`src/ddcsc_pkg.sv`:
```
// package of constants and types for the ddc routing and oscillator sync control
package ddcsc_pkg;

    // ------------------------------------------------------------------
    // bus geometry
    // ------------------------------------------------------------------
    localparam int unsigned ADDR_W   = 12;
    localparam int unsigned IDX_W    = 10;
    localparam int unsigned APB_W    = 32;
    localparam int unsigned STRB_W   = 4;
    localparam int unsigned REG8_W   = 8;
    localparam int unsigned RDIV_W   = 16;
    localparam logic [1:0]  WORD_ALIGN = 2'h0;

    // ------------------------------------------------------------------
    // register indices, byte address is four times the index
    // ------------------------------------------------------------------
    localparam logic [IDX_W-1:0] IDX_ROUTE  = 10'h216;
    localparam logic [IDX_W-1:0] IDX_RDIV   = 10'h217;
    localparam logic [IDX_W-1:0] IDX_SYNC   = 10'h219;
    localparam logic [IDX_W-1:0] IDX_LINK   = 10'h21A;
    localparam logic [IDX_W-1:0] IDX_STATUS = 10'h21B;

    // ------------------------------------------------------------------
    // field positions
    // ------------------------------------------------------------------
    localparam int unsigned ROUTE_A_BIT   = 0;
    localparam int unsigned ROUTE_B_BIT   = 1;
    localparam int unsigned SYNC_NEXT_BIT = 0;
    localparam int unsigned SYNC_ILA_BIT  = 1;
    localparam int unsigned LINK_EN_BIT   = 0;
    localparam int unsigned CAL_EN_BIT    = 1;
    localparam int unsigned PD_A_BIT      = 2;
    localparam int unsigned PD_B_BIT      = 3;
    localparam int unsigned LANE_W        = 8;

    // ------------------------------------------------------------------
    // reset values
    // ------------------------------------------------------------------
    localparam logic [REG8_W-1:0] ROUTE_RST = 8'h02;
    localparam logic [RDIV_W-1:0] RDIV_RST  = 16'h0000;
    localparam logic [REG8_W-1:0] SYNC_RST  = 8'h02;
    localparam logic [REG8_W-1:0] LINK_RST  = 8'h00;
    localparam logic [APB_W-1:0]  DATA_ZERO = 32'h0000_0000;

    // ------------------------------------------------------------------
    // types
    // ------------------------------------------------------------------
    typedef enum logic [1:0] {
        ARM_IDLE    = 2'b00,
        ARM_CLEARED = 2'b01,
        ARM_ARMED   = 2'b10,
        ARM_DONE    = 2'b11
    } ddcsc_arm_state_t;

    typedef struct packed {
        logic src_b;
        logic pd;
    } ddcsc_chan_t;

    typedef struct packed {
        logic [3:0]       rsvd;
        ddcsc_arm_state_t state;
        logic             pd_b;
        logic             pd_a;
        logic             done;
        logic             armed;
    } ddcsc_status_t;

endpackage

```
`src/ddcsc_pin_sync.sv`:
```
// three-stage pin synchroniser with agreement filter and rise detector
`timescale 1ns/10ps
module ddcsc_pin_sync (
    input  wire logic clock,
    input  wire logic rst,
    input  wire logic pin_in,
    output logic      level,
    output logic      rise
);
    logic s1_reg;
    logic s2_reg;
    logic s3_reg;

    // ------------------------------------------------------------------
    // metastability chain, first stage feeds only the second
    // ------------------------------------------------------------------
    always_ff @(posedge clock) begin
        if (rst) begin
            s1_reg <= 1'b0;
            s2_reg <= 1'b0;
            s3_reg <= 1'b0;
        end else begin
            s1_reg <= pin_in;
            s2_reg <= s1_reg;
            s3_reg <= s2_reg;
        end
    end

    // level moves only when stages two and three agree
    always_ff @(posedge clock) begin
        if (rst) begin
            level <= 1'b0;
            rise  <= 1'b0;
        end else begin
            if (s2_reg == s3_reg) begin
                level <= s2_reg;
            end
            rise <= (s2_reg == s3_reg) && s2_reg && !level;
        end
    end
endmodule

```
`src/ddcsc_chan_route.sv`:
```
// one digital channel: core select and power-down inheritance
`timescale 1ns/10ps
module ddcsc_chan_route
    import ddcsc_pkg::*;
#(
    parameter int unsigned DATA_W = 12
) (
    input  wire logic              clock,
    input  wire logic              rst,
    input  wire logic              src_b,
    input  wire logic              adc_a_powerdown,
    input  wire logic              adc_b_powerdown,
    input  wire logic [DATA_W-1:0] core_a_data,
    input  wire logic [DATA_W-1:0] core_b_data,
    output ddcsc_chan_t            chan_state,
    output logic [DATA_W-1:0]      chan_data
);
    logic bound_pd;

    // channel inherits the power state of the core it is bound to
    assign bound_pd = src_b ? adc_b_powerdown : adc_a_powerdown;

    // ------------------------------------------------------------------
    // registered select; a powered-down channel outputs zero
    // ------------------------------------------------------------------
    always_ff @(posedge clock) begin
        if (rst) begin
            chan_state <= '0;
            chan_data  <= '0;
        end else begin
            chan_state.src_b <= src_b;
            chan_state.pd    <= bound_pd;
            if (bound_pd) begin
                chan_data <= '0;
            end else begin
                chan_data <= src_b ? core_b_data : core_a_data;
            end
        end
    end
endmodule

```
`src/ddcsc_top.sv`:
```
// ddc channel routing, rational divisor and oscillator phase sync control
//
// Summary of operation
// - channel B from core A at 0, B at 1
// - channel A from core A at 0, B at 1
// - channel powers down with its bound core
// - hold 16-bit rational reference divisor
// - one divisor shared by every preset
// - align-sequence bit: init phase at ila start
// - write 0 then 1 arms sysref init
// - after sysref init ignore edges until rearmed
// - first sysref rise after arming inits phase
//
// The APB interface to the registers was left to the implementer.
`timescale 1ns/10ps
module ddcsc_top
    import ddcsc_pkg::*;
#(
    parameter int unsigned DATA_W = 12
) (
    input  wire logic              clock,
    input  wire logic              rst,
    // apb slave
    input  wire logic              psel,
    input  wire logic              penable,
    input  wire logic              pwrite,
    input  wire logic [ADDR_W-1:0] paddr,
    input  wire logic [APB_W-1:0]  pwdata,
    input  wire logic [STRB_W-1:0] pstrb,
    output logic [APB_W-1:0]       prdata,
    output logic                   pready,
    output logic                   pslverr,
    // sync sources
    input  wire logic              sysref_pin,
    input  wire logic              ila_lmfc_start,
    // converter cores and channels
    input  wire logic [DATA_W-1:0] core_a_data,
    input  wire logic [DATA_W-1:0] core_b_data,
    output logic [DATA_W-1:0]      chan_a_data,
    output logic [DATA_W-1:0]      chan_b_data,
    output ddcsc_chan_t            chan_a_state,
    output ddcsc_chan_t            chan_b_state,
    // control outputs
    output logic [RDIV_W-1:0]      rational_ref_divisor,
    output logic                   phase_init_pulse,
    output logic                   serial_link_enable,
    output logic                   calibration_enable,
    output logic                   adc_a_powerdown,
    output logic                   adc_b_powerdown
);

    // ------------------------------------------------------------------
    // decode helpers
    // ------------------------------------------------------------------
    // word-aligned hit on a register index
    function automatic logic reg_hit(input logic [ADDR_W-1:0] addr,
                                     input logic [IDX_W-1:0]  idx);
        reg_hit = (addr[ADDR_W-1:2] == idx) && (addr[1:0] == WORD_ALIGN);
    endfunction

    // merge one byte lane under its strobe
    function automatic logic [LANE_W-1:0] lane_merge(input logic [LANE_W-1:0] old,
                                                     input logic [LANE_W-1:0] wdat,
                                                     input logic              strb);
        lane_merge = strb ? wdat : old;
    endfunction

    // ------------------------------------------------------------------
    // storage
    // ------------------------------------------------------------------
    logic [REG8_W-1:0]  route_reg;
    logic [RDIV_W-1:0]  rdiv_reg;
    logic [REG8_W-1:0]  sync_reg;
    logic [REG8_W-1:0]  link_reg;
    logic [APB_W-1:0]   prdata_reg;
    logic               phase_init_reg;
    ddcsc_arm_state_t   arm_reg;
    ddcsc_arm_state_t   arm_next;
    ddcsc_status_t      status;

    logic               access;
    logic               wr_en;
    logic               rd_setup;
    logic               hit_route;
    logic               hit_rdiv;
    logic               hit_sync;
    logic               hit_link;
    logic               hit_status;
    logic               mapped;
    logic               wr_next_bit;
    logic               next_val;
    logic               sysref_rise;
    logic               sysref_fire;
    logic               ila_fire;
    logic [APB_W-1:0]   rd_data;

    // ------------------------------------------------------------------
    // apb decode
    // ------------------------------------------------------------------
    // zero-wait slave: every access phase completes in its first cycle
    assign access     = psel && penable;
    assign wr_en      = access && pwrite;
    assign rd_setup   = psel && !penable && !pwrite;
    assign hit_route  = reg_hit(paddr, IDX_ROUTE);
    assign hit_rdiv   = reg_hit(paddr, IDX_RDIV);
    assign hit_sync   = reg_hit(paddr, IDX_SYNC);
    assign hit_link   = reg_hit(paddr, IDX_LINK);
    assign hit_status = reg_hit(paddr, IDX_STATUS);
    assign mapped     = hit_route || hit_rdiv || hit_sync || hit_link || hit_status;
    assign pready     = 1'b1;
    assign pslverr    = access && !mapped;  // unmapped word answers with an error
    assign prdata     = prdata_reg;

    // ------------------------------------------------------------------
    // writable registers
    // ------------------------------------------------------------------
    // routing register keeps all eight bits; only the low two steer
    always_ff @(posedge clock) begin
        if (rst) begin
            route_reg <= ROUTE_RST;
        end else if (wr_en && hit_route) begin
            route_reg <= lane_merge(route_reg, pwdata[7:0], pstrb[0]);
        end
    end

    // single divisor word, two byte lanes
    always_ff @(posedge clock) begin
        if (rst) begin
            rdiv_reg <= RDIV_RST;
        end else if (wr_en && hit_rdiv) begin
            rdiv_reg[7:0]  <= lane_merge(rdiv_reg[7:0], pwdata[7:0], pstrb[0]);
            rdiv_reg[15:8] <= lane_merge(rdiv_reg[15:8], pwdata[15:8], pstrb[1]);
        end
    end

    // sync control; reserved bits are kept but never decoded
    always_ff @(posedge clock) begin
        if (rst) begin
            sync_reg <= SYNC_RST;
        end else if (wr_en && hit_sync) begin
            sync_reg <= lane_merge(sync_reg, pwdata[7:0], pstrb[0]);
        end
    end

    // link, calibration and core power-down controls
    always_ff @(posedge clock) begin
        if (rst) begin
            link_reg <= LINK_RST;
        end else if (wr_en && hit_link) begin
            link_reg <= lane_merge(link_reg, pwdata[7:0], pstrb[0]);
        end
    end

    assign serial_link_enable   = link_reg[LINK_EN_BIT];
    assign calibration_enable   = link_reg[CAL_EN_BIT];
    assign adc_a_powerdown      = link_reg[PD_A_BIT];
    assign adc_b_powerdown      = link_reg[PD_B_BIT];
    // one divisor feeds every preset, so no per-preset copies exist
    assign rational_ref_divisor = rdiv_reg;

    // ------------------------------------------------------------------
    // sysref input
    // ------------------------------------------------------------------
    ddcsc_pin_sync u_sysref (
        .clock  (clock),
        .rst    (rst),
        .pin_in (sysref_pin),
        .level  (),
        .rise   (sysref_rise)
    );

    // ------------------------------------------------------------------
    // arming sequence
    // ------------------------------------------------------------------
    // only a byte-lane-0 write to the sync word counts as a rewrite
    assign wr_next_bit = wr_en && hit_sync && pstrb[0];
    assign next_val    = pwdata[SYNC_NEXT_BIT];
    // an edge in the same cycle as a clearing write still fires
    assign sysref_fire = (arm_reg == ARM_ARMED) && sysref_rise;
    assign ila_fire    = sync_reg[SYNC_ILA_BIT] && ila_lmfc_start;

    // a 0 must be seen before a 1 arms; reset counts as no write
    always_comb begin
        arm_next = arm_reg;
        unique case (arm_reg)
            ARM_IDLE: begin
                if (wr_next_bit && !next_val) begin
                    arm_next = ARM_CLEARED;
                end
            end
            ARM_CLEARED: begin
                if (wr_next_bit && next_val) begin
                    arm_next = ARM_ARMED;
                end
            end
            ARM_ARMED: begin
                if (wr_next_bit && !next_val) begin
                    arm_next = ARM_CLEARED;
                end else if (sysref_rise) begin
                    arm_next = ARM_DONE;
                end
            end
            ARM_DONE: begin
                // later edges are ignored; writing 1 alone does not rearm
                if (wr_next_bit && !next_val) begin
                    arm_next = ARM_CLEARED;
                end
            end
        endcase
    end

    always_ff @(posedge clock) begin
        if (rst) begin
            arm_reg <= ARM_IDLE;
        end else begin
            arm_reg <= arm_next;
        end
    end

    // phase initialise strobe to both oscillators
    always_ff @(posedge clock) begin
        if (rst) begin
            phase_init_reg <= 1'b0;
        end else begin
            phase_init_reg <= sysref_fire || ila_fire;
        end
    end

    assign phase_init_pulse = phase_init_reg;

    // ------------------------------------------------------------------
    // channel routing
    // ------------------------------------------------------------------
    // routing is not interlocked with the link enable; software sequences it
    ddcsc_chan_route #(
        .DATA_W (DATA_W)
    ) u_chan_a (
        .clock           (clock),
        .rst             (rst),
        .src_b           (route_reg[ROUTE_A_BIT]),
        .adc_a_powerdown (adc_a_powerdown),
        .adc_b_powerdown (adc_b_powerdown),
        .core_a_data     (core_a_data),
        .core_b_data     (core_b_data),
        .chan_state      (chan_a_state),
        .chan_data       (chan_a_data)
    );

    ddcsc_chan_route #(
        .DATA_W (DATA_W)
    ) u_chan_b (
        .clock           (clock),
        .rst             (rst),
        .src_b           (route_reg[ROUTE_B_BIT]),
        .adc_a_powerdown (adc_a_powerdown),
        .adc_b_powerdown (adc_b_powerdown),
        .core_a_data     (core_a_data),
        .core_b_data     (core_b_data),
        .chan_state      (chan_b_state),
        .chan_data       (chan_b_data)
    );

    // ------------------------------------------------------------------
    // status and read path
    // ------------------------------------------------------------------
    always_comb begin
        status       = '0;
        status.armed = (arm_reg == ARM_ARMED);
        status.done  = (arm_reg == ARM_DONE);
        status.pd_a  = chan_a_state.pd;
        status.pd_b  = chan_b_state.pd;
        status.state = arm_reg;
    end

    // narrow registers sit in the low bits, upper bits read zero
    always_comb begin
        rd_data = DATA_ZERO;
        if (hit_route) begin
            rd_data[REG8_W-1:0] = route_reg;
        end else if (hit_rdiv) begin
            rd_data[RDIV_W-1:0] = rdiv_reg;
        end else if (hit_sync) begin
            rd_data[REG8_W-1:0] = sync_reg;
        end else if (hit_link) begin
            rd_data[REG8_W-1:0] = link_reg;
        end else if (hit_status) begin
            rd_data[REG8_W-1:0] = status[REG8_W-1:0];
        end
    end

    // read data captured in setup so it is a flop during access
    always_ff @(posedge clock) begin
        if (rst) begin
            prdata_reg <= DATA_ZERO;
        end else if (rd_setup) begin
            prdata_reg <= rd_data;
        end
    end

endmodule

```
`config.mk`:
```
export PLATFORM = sky130hd
export DESIGN_NAME = ddcsc_top
export DESIGN_NICKNAME = d
export VERILOG_FILES = /design/src/ddcsc_pkg.sv /design/src/ddcsc_pin_sync.sv /design/src/ddcsc_chan_route.sv /design/src/ddcsc_top.sv
export SDC_FILE = /design/constraint.sdc
export NUM_CORES = 1
export LEC_CHECK = 0
export ABC_AREA = 0
export BUFFER_PORTS_ARGS = -buffer_cell sky130_fd_sc_hd__clkbuf_2
export CAP_MARGIN = 5
export CORE_MARGIN = 2
export CORE_UTILIZATION = 43
export CTS_CLUSTER_DIAMETER = 50
export DETAILED_ROUTE_END_ITERATION = 10
export GPL_TIMING_DRIVEN = 0
export MAX_ROUTING_LAYER = met4
export PLACE_DENSITY = 0.85
export SLEW_MARGIN = 5
export SYNTH_ARGS = -nofsm -noshare
export SYNTH_HDL_FRONTEND = slang
export SYNTH_HIERARCHICAL = 1
export SYNTH_SLANG_ARGS = --single-unit
```
`constraint.sdc`:
```
create_clock -name clock -period 2 [get_ports clock]
set_input_delay 0.4 -clock clock [delete_from_list [all_inputs] [get_ports clock]]
set_output_delay 0.4 -clock clock [all_outputs]
set_load 0.03 [all_outputs]
```
---- Yosys cells after proc, flatten, opt, wreduce, memory -nomap -nowiden ----
Cells that the tools add are included.
storage, ports and cells
  bits in registers ....................... 92
  bits of input ports ..................... 79
  output and inout bits ................... 83
  word-level logic and storage cells ...... 89
operators by class
  equality and inequality tests ........... 12
  mux-type cells .......................... 16
  reduce and logical (&&, ||, !) cells .... 42
operator list
  kind                                                                   count
  10-bit equality test, second input constant                            5
  8-bit two-way mux                                                      6
  12-bit two-way mux                                                     2
  1-bit logical AND                                                      21
  2-bit AND reduction                                                    5
  2-bit two-way mux                                                      4
  6-bit two-way mux                                                      1
  2-bit case mux with 3 select lines                                     1
  2-bit OR reduction                                                     3
  1-bit zero test                                                        5
  1-bit logical OR                                                       5
  2-bit equality test, second input constant                             2
  2-bit zero test                                                        2
  3-bit by 1-bit != test with 1-bit output, second input constant        1
  3-bit AND reduction                                                    1
  2-bit by 1-bit equality test with 1-bit output, second input constant  1
  1-bit two-way mux                                                      2
  2-bit by 1-bit != test with 1-bit output, second input constant        1
  2-bit != test, second input constant                                   1
  1-bit equality test                                                    1

---- Depth between registers and ports, before layout ----
  depth after elaboration ................. 8
  mapped depth ............................ 8

---- Cells and area by module ----
Netlist, hierarchy kept.
by module, submodules not included
  module            instances  cells each  area an instance (sq um)  seq. area each (sq um)
  ddcsc_top         1          319         2854.0                    1181.1
  ddcsc_chan_route  2          47          555.5                     280.3
  ddcsc_pin_sync    1          12          157.7                     100.1

---- Least setup slack after synthesis ----
No wires, ideal clock.
  path type ............................... input -> register
  from .................................... input paddr[9]
  to ...................................... register rdiv_reg[15] (netlist: rational_ref_divisor[15])
  setup time .............................. 0.128 ns
  arrival time ............................ 1.865 ns
  data required time ...................... 1.872 ns
  slack ................................... 0.008 ns
  stages .................................. 6
  buffers on the path ..................... 1
  path through ............................ nor4_4 nand2_2 buf_6 nor4_4 mux2i_1 nor2_1
between the ends
  longest elaborated chain between the ends .. 4
RTL lines
  item                           line              text
  start, declared                ddcsc_top.sv:27   input wire logic [ADDR_W-1:0] paddr,
  10-bit equality test           ddcsc_top.sv:58   reg_hit = (addr[ADDR_W-1:2] == idx) && (addr[1:0] == WORD_ALIGN);
  1-bit logical AND              ddcsc_top.sv:58
  1-bit logical AND              ddcsc_top.sv:130  end else if (wr_en && hit_rdiv) begin
  2-bit AND reduction (no line)  -
  end signal, assigned           ddcsc_top.sv:132  rdiv_reg[15:8] <= lane_merge(rdiv_reg[15:8], pwdata[15:8], pstrb[1]);
  end, declared                  ddcsc_top.sv:72   logic [RDIV_W-1:0] rdiv_reg;
No other way between the ends.
A chain may end at the register's enable or synchronous reset.

---- Worst setup path in the final report ----
  from .................................... input paddr[0]
  to ...................................... output pslverr
between the ends
  longest elaborated chain between the ends .. 8
  elaborated cells on any way between the ends .. 12
RTL lines
  item                            line              text
  2-bit zero test (*)             ddcsc_top.sv:58
  1-bit logical AND               ddcsc_top.sv:58
  1-bit logical OR (3 in series)  ddcsc_top.sv:109  assign mapped = hit_route || hit_rdiv || hit_sync || hit_link || hit_status;
  1-bit logical OR (*)            ddcsc_top.sv:109
  1-bit zero test (*)             ddcsc_top.sv:111  assign pslverr = access && !mapped;
  1-bit logical AND (*)           ddcsc_top.sv:111
  end, declared                   ddcsc_top.sv:32   output logic pslverr,
Every way passes the cells marked *; elsewhere a longest branch is shown, timed or not.

==> impl_metrics.yaml <==
run_status:
  status: "complete, no violations"
critical_path:
  required_ns: 1.60
  path_max_fanout: 10
  r2r_start: "arm_reg[0]$_SDFFE_PP0P_"
  critPathKind: "in -> out"
  worstPathArrival_ns: 1.52
  critical_path.slowest_cell: "nor4_4"
  critical_path.max_stage_delay_ns: 0.32
  critical_path.startpoint: "paddr[0]"
  cp_cell_sequence: "clkbuf_2 > nor4_4 > nand2_2 > buf_6 > a21oi_1 > a21oi_1 > clkbuf_2"
  cp-end-kind: "primary output"
  crit_path_start_kind: "input pin"
  cpLargestDelayFamily: "buffers and inverters"
  critPathBufInv: 3
min_path:
  hp-start: "sysref_pin"
  hp-class: "in -> reg"
layout:
  synthToLayoutAreaGrowth_pct: 27.5
  drive_above_1_share_pct: 33.2
  fin_cells: 716
  nFillCells: 864
  diodes: 0
  num-nets-final: 665
placement:
  place.gp.congestion: 0.910
  dp_hpwl_microns: 8460
  portBuffers: 124
  dp_cells: 693
power_and_ir_drop:
  p_switching_mw: 1.10
  seqPwrFrac_pct: 50.4
  ir_drop_mv: 0.429
  switching_share_pct: 29.1
  power.share.combinational_pct: 14.3
  power.share.clock_pct: 35.4
  p_total_mw: 3.80
  p_int_mw: 2.69
  p_leak_nw: 2.41
  power_density_mw_per_mm2: 722
timing:
  hold_viol_final: 0
  clock_skew_ns: 0.0103
  rsz0062_at_grt: "false"
  finalCritPeriodShare_pct: 96.1
  setup-violations-final: 0
  maxSlewViolCount: 0
  fin_crit_ns: 1.92
  tns_ns: 0
  worstMarginPinSlew_ns: 1.03
  slew_headroom_pct: 30.9
  fmax_mhz: 520
  whs_ns: 0.263
detailed_routing:
  drc_errors: 0
  vias: 3800
  drt.antenna.violating_nets: 0
  drt_iter0_markers: 221
  routedWlPerCell_microns: 16.2
  first_pass_iters: 5
  routed_wl_microns: 11600
  post_drt_via_cell_ratio: 5.31
synthesis:
  ys_async_sr_fraction_pct: 0
  netlist_top_cells_area: "dfxtp_1 45%, mux2i_1 11%, nor2_1 5.8%"
  ys_ff_latch: 92
  ys_types: 49
  syn_avg_cell_area_sq_um: 9.70
  synth_common_cells: "92 x dfxtp_1, 64 x nor2_1, 44 x mux2i_1"
  synth_edf_count: 0
  synth_warnings: 6
  synthesis.area_sq_mm: 0.00412
  ys_seq_area_share_pct: 44.7
  synth.most_common_cell: "dfxtp_1"
  synth_area_leader_cell: "dfxtp_1"
  ys.flop_type: "dfxtp_1"
  syn_inst: 425
  synth_top_area_share_pct: 44.7
cts:
  cts_made_buffers: 9
  path_clk_slew_ns: 0.09
  cts.path.max_buffers: 2
  clk_latency_ns: 0.37
  cts_tree: "built"
  clock_sinks: 92
  clockRootBuffer: "clkbuf_8"
  htreeDepth: 3
grt:
  grt_start_max_net_pins: 23
  grt.overflow.total: 0
  grt_use_total_pct: 22.6
  grt_pass1_vias: 3521
  grt_pass1_wl_microns: 17600
  antenna_found_initial: 0
floorplan:
  die_w_microns: 102
  io_pins: 162
  core_sq_mm: 0.00928
  initial_core_util_pct: 44.4
  placementRows: 35
  die_area_sq_mm: 0.0104
  fp.dieH_microns: 102
job:
  max-cap-violations: 0
==> power by group through the flow <==
stage | logic, mW | registers, mW | clock network (mW)
2_1_floorplan | 0.290 | 2.01 | 0
3_3_place_gp | 0.523 | 1.95 | 0
3_5_place_dp | 0.532 | 1.95 | 0
4_1_cts | 0.535 | 1.91 | 1.37
5_1_grt | 0.587 | 1.92 | 1.43
6_report | 0.541 | 1.91 | 1.34
==> cell type report <==
type | count | area (sq um) | share of cell area, %
Buffer | 36 | 250 | 4.76
Inverter | 5 | 18.8 | 0.357
Tap cell | 129 | 161 | 3.07
Sequential cell | 92 | 1840 | 35.0
Clock buffer | 9 | 124 | 2.36
Multi-Input combinational cell | 307 | 2090 | 39.7
Timing Repair Buffer | 131 | 686 | 13.0
Clock inverter | 7 | 87.6 | 1.67
==> placed cells by master (no fill, tap or decap), types with 5 or more instances in the layout <==
cell / n
clkbuf_2: 127
dfxtp_1: 92
nor2_1: 64
mux2i_1: 44
a21oi_1: 25
buf_4: 23
nor2b_1: 20
a32o_1: 20
conb_1: 17
nand2_1: 15
o21ai_0: 11
a22oi_1: 11
clkbuf_1: 9
clkbuf_8: 9
and2b_1: 7
nand3_1: 7
inv_1: 5
==> cell families after synthesis <==
group                    synth area share (%)
AO/OA/AOI/OAI                            14.1
adder cells (fa/ha/maj)                  1.21
buffers and inverters                    6.40
flip-flops                               44.7
multiplexers                             11.8
other                                   0.182
AND/OR/NAND/NOR                          21.7
==> path summary, 6_finish.rpt <==
check             slack [ns]                    endpoint  depth (start not counted)
setup / recovery        0.08                     pslverr                          7
hold / removal          0.26  u_sysref/s1_reg$_SDFF_PP0_                          2
setup reg to reg        0.24     arm_reg[0]$_SDFFE_PP0P_                          7
hold reg to reg         0.44  u_sysref/s2_reg$_SDFF_PP0_                          1
==> per-stage QoR <==
step | utilization, % | area (sq um) | worst slack [ns]
floorplan | - | 4180 | 0.00768
global placement | 53.4 | 4960 | -0.602
detailed placement | 53.4 | 4960 | -0.630
CTS | 56.1 | 5210 | 0.00850
global route | 56.6 | 5260 | 0.0304
finish | 56.6 | 5260 | 0.0780
==> layer usage <==
layer	GRT usage, %	up-vias	share of wire, %
met4	5.13	0	0.90
met1	27.1	1791	41
met5	-	-	0
li1	-	1805	-
met3	5.20	12	8.7
met2	38.9	192	50
==> what timing repair did <==
| item | in CTS | in global routing |
|---|---|---|
| endpoints found under the hold margin | 0 | 0 |
| hold buffers | 0 | 0 |
| setup buffers | 2 | 5 |
| pin swaps | 2 | 3 |
| setup endpoints to repair | 26 | 28 |
| resized for setup | 3 | 6 |
Note: power is estimated with default switching activity, not from simulation.
